File: src/rtl/pcc_defines.vh
// offsets, field positions and reset values of the config command/class registers
`ifndef PCC_DEFINES_VH
`define PCC_DEFINES_VH
`define PCC_OFS_CMD_STATUS      8'h04
`define PCC_OFS_CLASS_REV       8'h08
`define PCC_BIT_PARITY_FLAG     31
`define PCC_BIT_SYS_ERR_STATUS  30
`define PCC_BIT_NEW_CAP         20
`define PCC_BIT_SYS_ERR_RESP_EN 8
`define PCC_BIT_PARITY_RESP_EN  6
`define PCC_BIT_BUS_MASTER_EN   2
`define PCC_BIT_MEM_SPACE_EN    1
`define PCC_BIT_IO_SPACE_CTRL   0
`define PCC_PM_NEW_CAP_BIT      19
`define PCC_RST_SYS_ERR_RESP_EN 1'h1
`define PCC_RST_PARITY_RESP_EN  1'h0
`define PCC_RST_BUS_MASTER_EN   1'h1
`define PCC_RST_MEM_SPACE_EN    1'h1
`define PCC_RST_IO_SPACE_CTRL   1'h1
`define PCC_BASE_CLASS          8'h02
`define PCC_SUB_CLASS           8'h00
`endif

File: src/rtl/pcc_config_command_class.v
// config command/status register (both halves) and class-code/revision register
`timescale 1ns/1ps
`include "pcc_defines.vh"

// Notes on behaviour
// - status bit 20 reads back bit 19 of the power management control register.
// - with system-error response enabled (bit 8, reset 1) an address parity error asserts the system error pin.
// - with parity-error response disabled (bit 6, reset 0) detected parity errors do not drive the status control system error output.
// - with parity-error response enabled a detected parity error raises bit 13 of the status control register.
// - bus-master enable at bit 2, read/write, reset 1, allows master transactions when 1.
// - memory-space enable at bit 1, read/write, reset 1, permits memory accesses when 1.
// - io space control at bit 0, reset 1, enables io access when 0 and disables it when 1.
// - class bits 31 to 24 read 02h and ignore writes.
// - class bits 23 to 16 read subclass 00h and ignore writes.
// - class bits 7 to 4 hold a fixed revision, bits 15 to 8 are reserved.
// - parity error flag at bit 31 sets on any parity error, whatever the response enable.
module pcc_config_command_class #(
    parameter [3:0] SILICON_REVISION = 4'h1 // arbitrary value
) (
    input  wire        i_core_clk,
    input  wire        i_rst,
    input  wire        i_cfg_wr,
    input  wire        i_cfg_rd,
    input  wire [7:0]  i_cfg_addr,
    input  wire [3:0]  i_cfg_be,
    input  wire [31:0] i_cfg_wdata,
    output reg  [31:0] o_cfg_rdata,
    input  wire [31:0] i_power_mgmt_control_reg,
    input  wire        i_addr_parity_err,
    input  wire        i_data_parity_err,
    output wire        o_serr_n,
    output wire        o_status_control_sys_err,
    output wire        o_bus_master_en,
    output wire        o_mem_space_en,
    output wire        o_io_space_en
);

    reg         sys_error_resp_en_r;
    reg         parity_resp_en_r;
    reg         bus_master_en_r;
    reg         mem_space_en_r;
    reg         io_space_ctrl_r;
    reg         parity_error_flag_r;
    reg         sys_err_status_r;
    reg         serr_r;
    reg         sys_err_ind_r;
    wire        any_parity_err;
    wire        serr_event;
    wire        wr_cmd;
    wire [31:0] cmd_rd;
    wire [31:0] class_rd;

    assign any_parity_err = i_addr_parity_err | i_data_parity_err;
    assign serr_event     = sys_error_resp_en_r & i_addr_parity_err;
    assign wr_cmd         = i_cfg_wr && (i_cfg_addr == `PCC_OFS_CMD_STATUS);

    // command bits live in byte lanes 0 and 1
    always @(posedge i_core_clk) begin
        if (i_rst) begin
            sys_error_resp_en_r <= `PCC_RST_SYS_ERR_RESP_EN;
            parity_resp_en_r    <= `PCC_RST_PARITY_RESP_EN;
            bus_master_en_r     <= `PCC_RST_BUS_MASTER_EN;
            mem_space_en_r      <= `PCC_RST_MEM_SPACE_EN;
            io_space_ctrl_r     <= `PCC_RST_IO_SPACE_CTRL;
        end else if (wr_cmd) begin
            if (i_cfg_be[1]) begin
                sys_error_resp_en_r <= i_cfg_wdata[`PCC_BIT_SYS_ERR_RESP_EN];
            end
            if (i_cfg_be[0]) begin
                parity_resp_en_r <= i_cfg_wdata[`PCC_BIT_PARITY_RESP_EN];
                bus_master_en_r  <= i_cfg_wdata[`PCC_BIT_BUS_MASTER_EN];
                mem_space_en_r   <= i_cfg_wdata[`PCC_BIT_MEM_SPACE_EN];
                io_space_ctrl_r  <= i_cfg_wdata[`PCC_BIT_IO_SPACE_CTRL];
            end
        end
    end

    // status flags clear by writing 1; a new event wins over the clear
    always @(posedge i_core_clk) begin
        if (i_rst) begin
            parity_error_flag_r <= 1'b0;
            sys_err_status_r    <= 1'b0;
        end else begin
            if (any_parity_err) begin
                parity_error_flag_r <= 1'b1;
            end else if (wr_cmd && i_cfg_be[3] && i_cfg_wdata[`PCC_BIT_PARITY_FLAG]) begin
                parity_error_flag_r <= 1'b0;
            end
            if (serr_event) begin
                sys_err_status_r <= 1'b1;
            end else if (wr_cmd && i_cfg_be[3] && i_cfg_wdata[`PCC_BIT_SYS_ERR_STATUS]) begin
                sys_err_status_r <= 1'b0;
            end
        end
    end

    // outputs follow the error inputs one cycle later, registered to keep pins glitch free
    always @(posedge i_core_clk) begin
        if (i_rst) begin
            serr_r        <= 1'b0;
            sys_err_ind_r <= 1'b0;
        end else begin
            serr_r        <= serr_event;
            sys_err_ind_r <= parity_resp_en_r & any_parity_err;
        end
    end

    assign o_serr_n                 = ~serr_r;
    assign o_status_control_sys_err = sys_err_ind_r;
    assign o_bus_master_en          = bus_master_en_r;
    assign o_mem_space_en           = mem_space_en_r;
    assign o_io_space_en            = ~io_space_ctrl_r;

    assign cmd_rd = {parity_error_flag_r, sys_err_status_r, 9'h000,
                     i_power_mgmt_control_reg[`PCC_PM_NEW_CAP_BIT],
                     11'h000, sys_error_resp_en_r, 1'b0, parity_resp_en_r,
                     3'h0, bus_master_en_r, mem_space_en_r, io_space_ctrl_r};
    assign class_rd = {`PCC_BASE_CLASS, `PCC_SUB_CLASS, 8'h00, SILICON_REVISION, 4'h0};

    // read data registered; unmapped offsets read zero
    always @(posedge i_core_clk) begin
        if (i_rst) begin
            o_cfg_rdata <= 32'h00000000;
        end else if (i_cfg_rd) begin
            case (i_cfg_addr)
                `PCC_OFS_CMD_STATUS: o_cfg_rdata <= cmd_rd;
                `PCC_OFS_CLASS_REV:  o_cfg_rdata <= class_rd;
                default:             o_cfg_rdata <= 32'h00000000;
            endcase
        end
    end

endmodule

File: config.mk
export PLATFORM = sky130hd
export DESIGN_NAME = pcc_config_command_class
export DESIGN_NICKNAME = d
export VERILOG_FILES = /design/src/rtl/pcc_config_command_class.v
export VERILOG_INCLUDE_DIRS = /design/src /design/src/rtl
export SDC_FILE = /design/constraint.sdc
export NUM_CORES = 1
export LEC_CHECK = 0
export BUFFER_PORTS_ARGS = -buffer_cell sky130_fd_sc_hd__buf_2
export CORE_MARGIN = 2
export CORE_UTILIZATION = 32
export DETAILED_ROUTE_END_ITERATION = 8
export PLACE_DENSITY = 0.85
export SLEW_MARGIN = 10
export SYNTH_ARGS = -nofsm -noshare
export SYNTH_HDL_FRONTEND = slang
export SYNTH_SLANG_ARGS = --single-unit
File: constraint.sdc
create_clock -name i_core_clk -period 1.85 [get_ports i_core_clk]
set_clock_uncertainty 0.1 [all_clocks]
set_input_delay 0.555 -clock i_core_clk [delete_from_list [all_inputs] [get_ports i_core_clk]]
set_output_delay 0.555 -clock i_core_clk [all_outputs]
set_load 0.01 [all_outputs]
* Word level (Yosys, flattened, before mapping) *
Cells that the tools add are included.

storage, ports and cells
  output and inout port bits = 37
  bits of input ports = 82
  word-level logic and storage cells = 30
  register bits after elaboration = 41

cells by class
  muxes and demuxes = 5
  bitwise operators = 5
  eq/ne operators = 2
  reduce and logical (&&, ||, !) cells = 8

operator list
  kind                                                              number
  32-bit case mux with 2 select lines                               1
  8-bit by 3-bit == test with 1-bit output (second input constant)  1
  8-bit by 4-bit == test with 1-bit output (second input constant)  1
  1-bit logical AND                                                 4
  1-bit 2-to-1 mux                                                  4
  2-bit AND reduction                                               2
  2-bit nonzero test                                                2
  1-bit bitwise AND                                                 2
  1-bit inverter                                                    2
  1-bit bitwise OR                                                  1

* Depth between registers and ports, before layout *
  word-level depth = 6
  mapped depth = 4
  depth with buffers taken out = 3

* Worst setup path after synthesis *
OpenSTA, ideal clock, no wires.

  path type = input to register
  start = input i_cfg_addr[1]
  end = register sys_error_resp_en_r
  setup time = 119 ps
  arrival = 1303 ps
  path buffers = 1
  slack = 328 ps
  data required time = 1631 ps
  stages on the path = 4
  path through = nor4_2 -> buf_2 -> nand4_2 -> mux2i_1

on the way
  longest elaborated chain between the ends = 3

ends and longest elaborated chain
  element                                   line                           text
  from (decl)                               pcc_config_command_class.v:24  input wire [7:0] i_cfg_addr,
  8-bit by 3-bit == test with 1-bit output  n/a
  1-bit logical AND                         pcc_config_command_class.v:55  assign wr_cmd = i_cfg_wr && (i_cfg_addr == `PCC_OFS_CMD_STATUS);
  2-bit AND reduction (no source line)      n/a
  to (signal assigned)                      pcc_config_command_class.v:60  sys_error_resp_en_r <= `PCC_RST_SYS_ERR_RESP_EN;
  to (signal assigned)                      pcc_config_command_class.v:67  sys_error_resp_en_r <= i_cfg_wdata[`PCC_BIT_SYS_ERR_RESP_EN];
  to (decl)                                 pcc_config_command_class.v:38  reg sys_error_resp_en_r;

Every way passes these cells.
A chain may end at the register's enable or synchronous reset.

* Worst setup path in the final report *
  start = input i_cfg_addr[7]
  end = register io_space_ctrl_r

on the way
  longest elaborated chain between the ends = 3

ends and longest elaborated chain
  element                                   line                           text
  8-bit by 3-bit == test with 1-bit output  n/a
  1-bit logical AND                         pcc_config_command_class.v:55
  2-bit AND reduction (no source line)      n/a
  to (signal assigned)                      pcc_config_command_class.v:64  io_space_ctrl_r <= `PCC_RST_IO_SPACE_CTRL;
  to (signal assigned)                      pcc_config_command_class.v:73  io_space_ctrl_r <= i_cfg_wdata[`PCC_BIT_IO_SPACE_CTRL];
  to (decl)                                 pcc_config_command_class.v:42  reg io_space_ctrl_r;

Every way passes these cells.

==> summary.md <==
| Metric | Value |
|---|---|
| Initial DRC Count | 18 |
| DRC Markers | 4 |
| Commonest non-fill, non-tap cells in the layout | 39 x buf_2, 22 x conb_1, 18 x dfxtp_1 |
| Crit path DAT | about 1.5 ns |
| Fin Setup TNS | 0 ns |
| Fin crit share | between 70 and 80% |
| Core ar. | ~2800 sq um |
| Switching part of the total | approximately a quarter |
| Total Wirelength | ~1.9 mm |
| Fillers | between 200 and 300 |
| Hold Path Origin | o_cfg_rdata[30] |
| Dominant cell type by area after synthesis | dfxtp_1 |
| RR Startpoint | sys_error_resp_en_r |
| Most common cell after layout, fill and taps aside | buf_2 |
| Syn_area_per_cell | just under 9 sq um |
| Post-CTS resize count | 0 |
| R2R depth | 3 |
| P per Cell Area | between 600 and 700 nW/um^2 |
| Root Buffer | clkbuf_4 |
| WP buf/inv | 1 |
| Place WS | between 0.07 and 0.08 ns |
| Area contributors post-synth | dfxtp_1 37%, buf_4 18%, nand2b_1 7.1%, nand4_1 5.8%, a21oi_1 5.2% |
| Setup Fix Bufs, Post-CTS | 0 |
| First-pass GRT wire length | between 3 and 4 mm |
| Nets | approximately 230 |
| Reg2Reg Capture Point | sys_err_status_r |
| Vias in the first global route | about 710 |
| Final worst slack | between 0.3 and 0.4 ns |
| NetSw | 168 uW |
| Cts hold-fix bufs | 0 |
| Drt first pass iters | 6 |
| Via count | 802 |
| TritonCTS Buffers | 3 |
| Reg2Reg Setup Slack | ~0.79 ns |
| Clock Power Share | approximately 28% |
| Synth cell types | 23 |
| Critical path class | in2reg |
| Initial Utilization | between 30 and 40% |
| Antenna Cells | 0 |
| Post-DR wirelength/cell | approximately 11 um |
| Final hold violation count | 0 |
| WHS Endpoint | o_cfg_rdata[30] |
| Die Height | 58.9 um |
| Clock sink count | 18 |
| GP Congestion | between 0.7 and 0.8 |
| Peak supply drop | between 0.0003 and 0.0004 V |
| Row count | 19 |
| Clk slew on worst S/H paths | 0.09 ns |
| Hpwl dp | roughly 1.4 mm |
| Element type at the critical path end | flip-flop |
| Worst Hold Depth | 2 |
| Pins Over Slew Limit | 0 |
| Fmax | roughly 0.68 GHz |
| Clock latency on the worst-skew pair | between 0.2 and 0.3 ns |
| CP startpoint kind | input port |
| Sequential element share of the synthesized area | approximately 37% |
| Initial antenna violation count | 0 |
| Largest net degree at the start of global routing | 23 |
| Synth Warn # | 0 |
| CTS tree | yes |
| Critical path data required time | approximately 1.9 ns |
| Sequential power share | approximately three fifths |
| Internal | approximately 500 uW |
| Gr usage total | between 10% and 20% |
| Post-layout min period | between 1 and 1.5 ns |
| I/O Buffers | 39 |
| Netlist Area Pre-Place | 963 sq um |
| Logic gate share of total power | 12.9% |
| DIE WIDTH | 58.9 um |
| Slowest CP cell | nand4_1 |
| RSZ-0062 raised after global routing | false |
| Top-area cell type share of the netlist area | a little under two fifths |
| Share of post-route cells with drive strength above 1 | 33.3% |
| Failing checks | DRC |
| Crit-path max cell delay | around 0.35 ns |
| Final setup viols | 0 |
| P&R area growth vs syn | 14.2% |
| Max-Cap Viols | 0 |
| Syn Inst Count | ~110 |
| Clk buf depth | 2 |
| Tightest Hold Check Type | reg2reg |
| Status | complete, but fails checks |
| #FFs+latches synth | 18 |
| Crit path cell chain | buf_2 -> nor4b_4 -> nand4_1 -> mux2i_1 |
| ANT nets after route | 0 |
| Top Family by Delay on Critical Path | simple AND/OR/NAND/NOR gates |
| Pleak | approximately 0.56 nW |
| Grt total ovfl | 0 |
| CP max FO | 4 |
| H-tree levels | 1 |
| Die Area | roughly 3500 sq um |
| Io pins | 119 |
| Drt via density | 4.58 |
## Yosys cell counts
cell type,number
buf_4,23
dfxtp_1,18
nand2b_1,11
nor2_1,11
a21oi_1,10
nand4_1,9
mux2i_1,5
clkbuf_1,3
a211oi_1,2
and4_1,2
inv_1,2
and2_2,1
buf_2,1
buf_6,1
clkbuf_8,1
conb_1,1
nand2_1,1
nand3_1,1
nand4_2,1
nor3_1,1
nor4_2,1
nor4b_1,1
nor4b_4,1
## registers in the layout, summed over array words and instances, names as in the netlist
name                      cells
o_cfg_rdata                   9
io_space_ctrl_r               1
o_bus_master_en               1
o_mem_space_en                1
o_status_control_sys_err      1
parity_error_flag_r           1
parity_resp_en_r              1
serr_r                        1
sys_err_status_r              1
sys_error_resp_en_r           1
## kinds of logic after synthesis
logic type / Yosys count / share of synthesized area [%]
simple gates: 41 / 27.3
buf+inv: 31 / 23.0
flops: 18 / 37.4
compound gates: 12 / 6.75
mux: 5 / 5.20
other cells: 1 / 0.389
## worst max path at each step
stage	from	to	slack, ns	cells after the start
after detailed placement	i_cfg_addr[7]	io_space_ctrl_r	0.07	4
after global placement	i_cfg_addr[7]	o_mem_space_en	0.09	4
final	i_cfg_addr[7]	io_space_ctrl_r	0.38	4
after floorplan	i_cfg_addr[1]	sys_error_resp_en_r	0.33	4
after global routing	i_cfg_addr[1]	io_space_ctrl_r	0.29	4
after CTS	io_space_ctrl_r	o_io_space_en	0.35	2
## worst min-delay path, delay by kind of cell, from the launching register on
| family | cells | cell delay (ns) |
|---|---|---|
| flops | 1 | 0.32 |
| compound gates | 1 | 0.05 |
| simple gates | 1 | 0.06 |
## cell type report
type	count	area, sq um	area share (%)
well taps	31	38.8	3.53
flip-flops and latches	18	360	32.8
clock buffers	3	22.5	2.05
repair buffers	41	210	19.1
inverters	2	7.51	0.683
multi-input cells	80	460	41.9
## power groups by stage
stage	Clock [mW]	Combinational [mW]	Sequential, mW
2_1_floorplan	0	0.0858	0.402
3_3_place_gp	0	0.0842	0.403
3_5_place_dp	0	0.0850	0.403
4_1_cts	0.199	0.0852	0.394
5_1_grt	0.206	0.0973	0.395
6_report	0.187	0.0861	0.394
## stage by stage
| step | util [%] | hold WS, ns | std cells | power [mW] | area, sq um |
|---|---|---|---|---|---|
| global placement | 38.4 | 0.355 | 172 | 0.487 | 1080 |
| floorplan | - | 0.347 | 129 | 0.488 | 1040 |
| detailed placement | 38.4 | 0.355 | 172 | 0.488 | 1080 |
| CTS | 39.2 | 0.371 | 175 | 0.678 | 1100 |
| global route | 39.2 | 0.389 | 175 | 0.698 | 1100 |
| finish | 39.2 | 0.370 | 175 | 0.667 | 1100 |
## per-layer routing
metal | track usage (%) | routed length, um | share of wire, %
met1 | 14.2 | 833 | 43
met2 | 20.5 | 950 | 49
met3 | 4.62 | 144 | 7.4
met4 | 3.25 | 13 | 0.67
met5 | 0 | 0 | 0
Power figures use the tool's default switching activity.
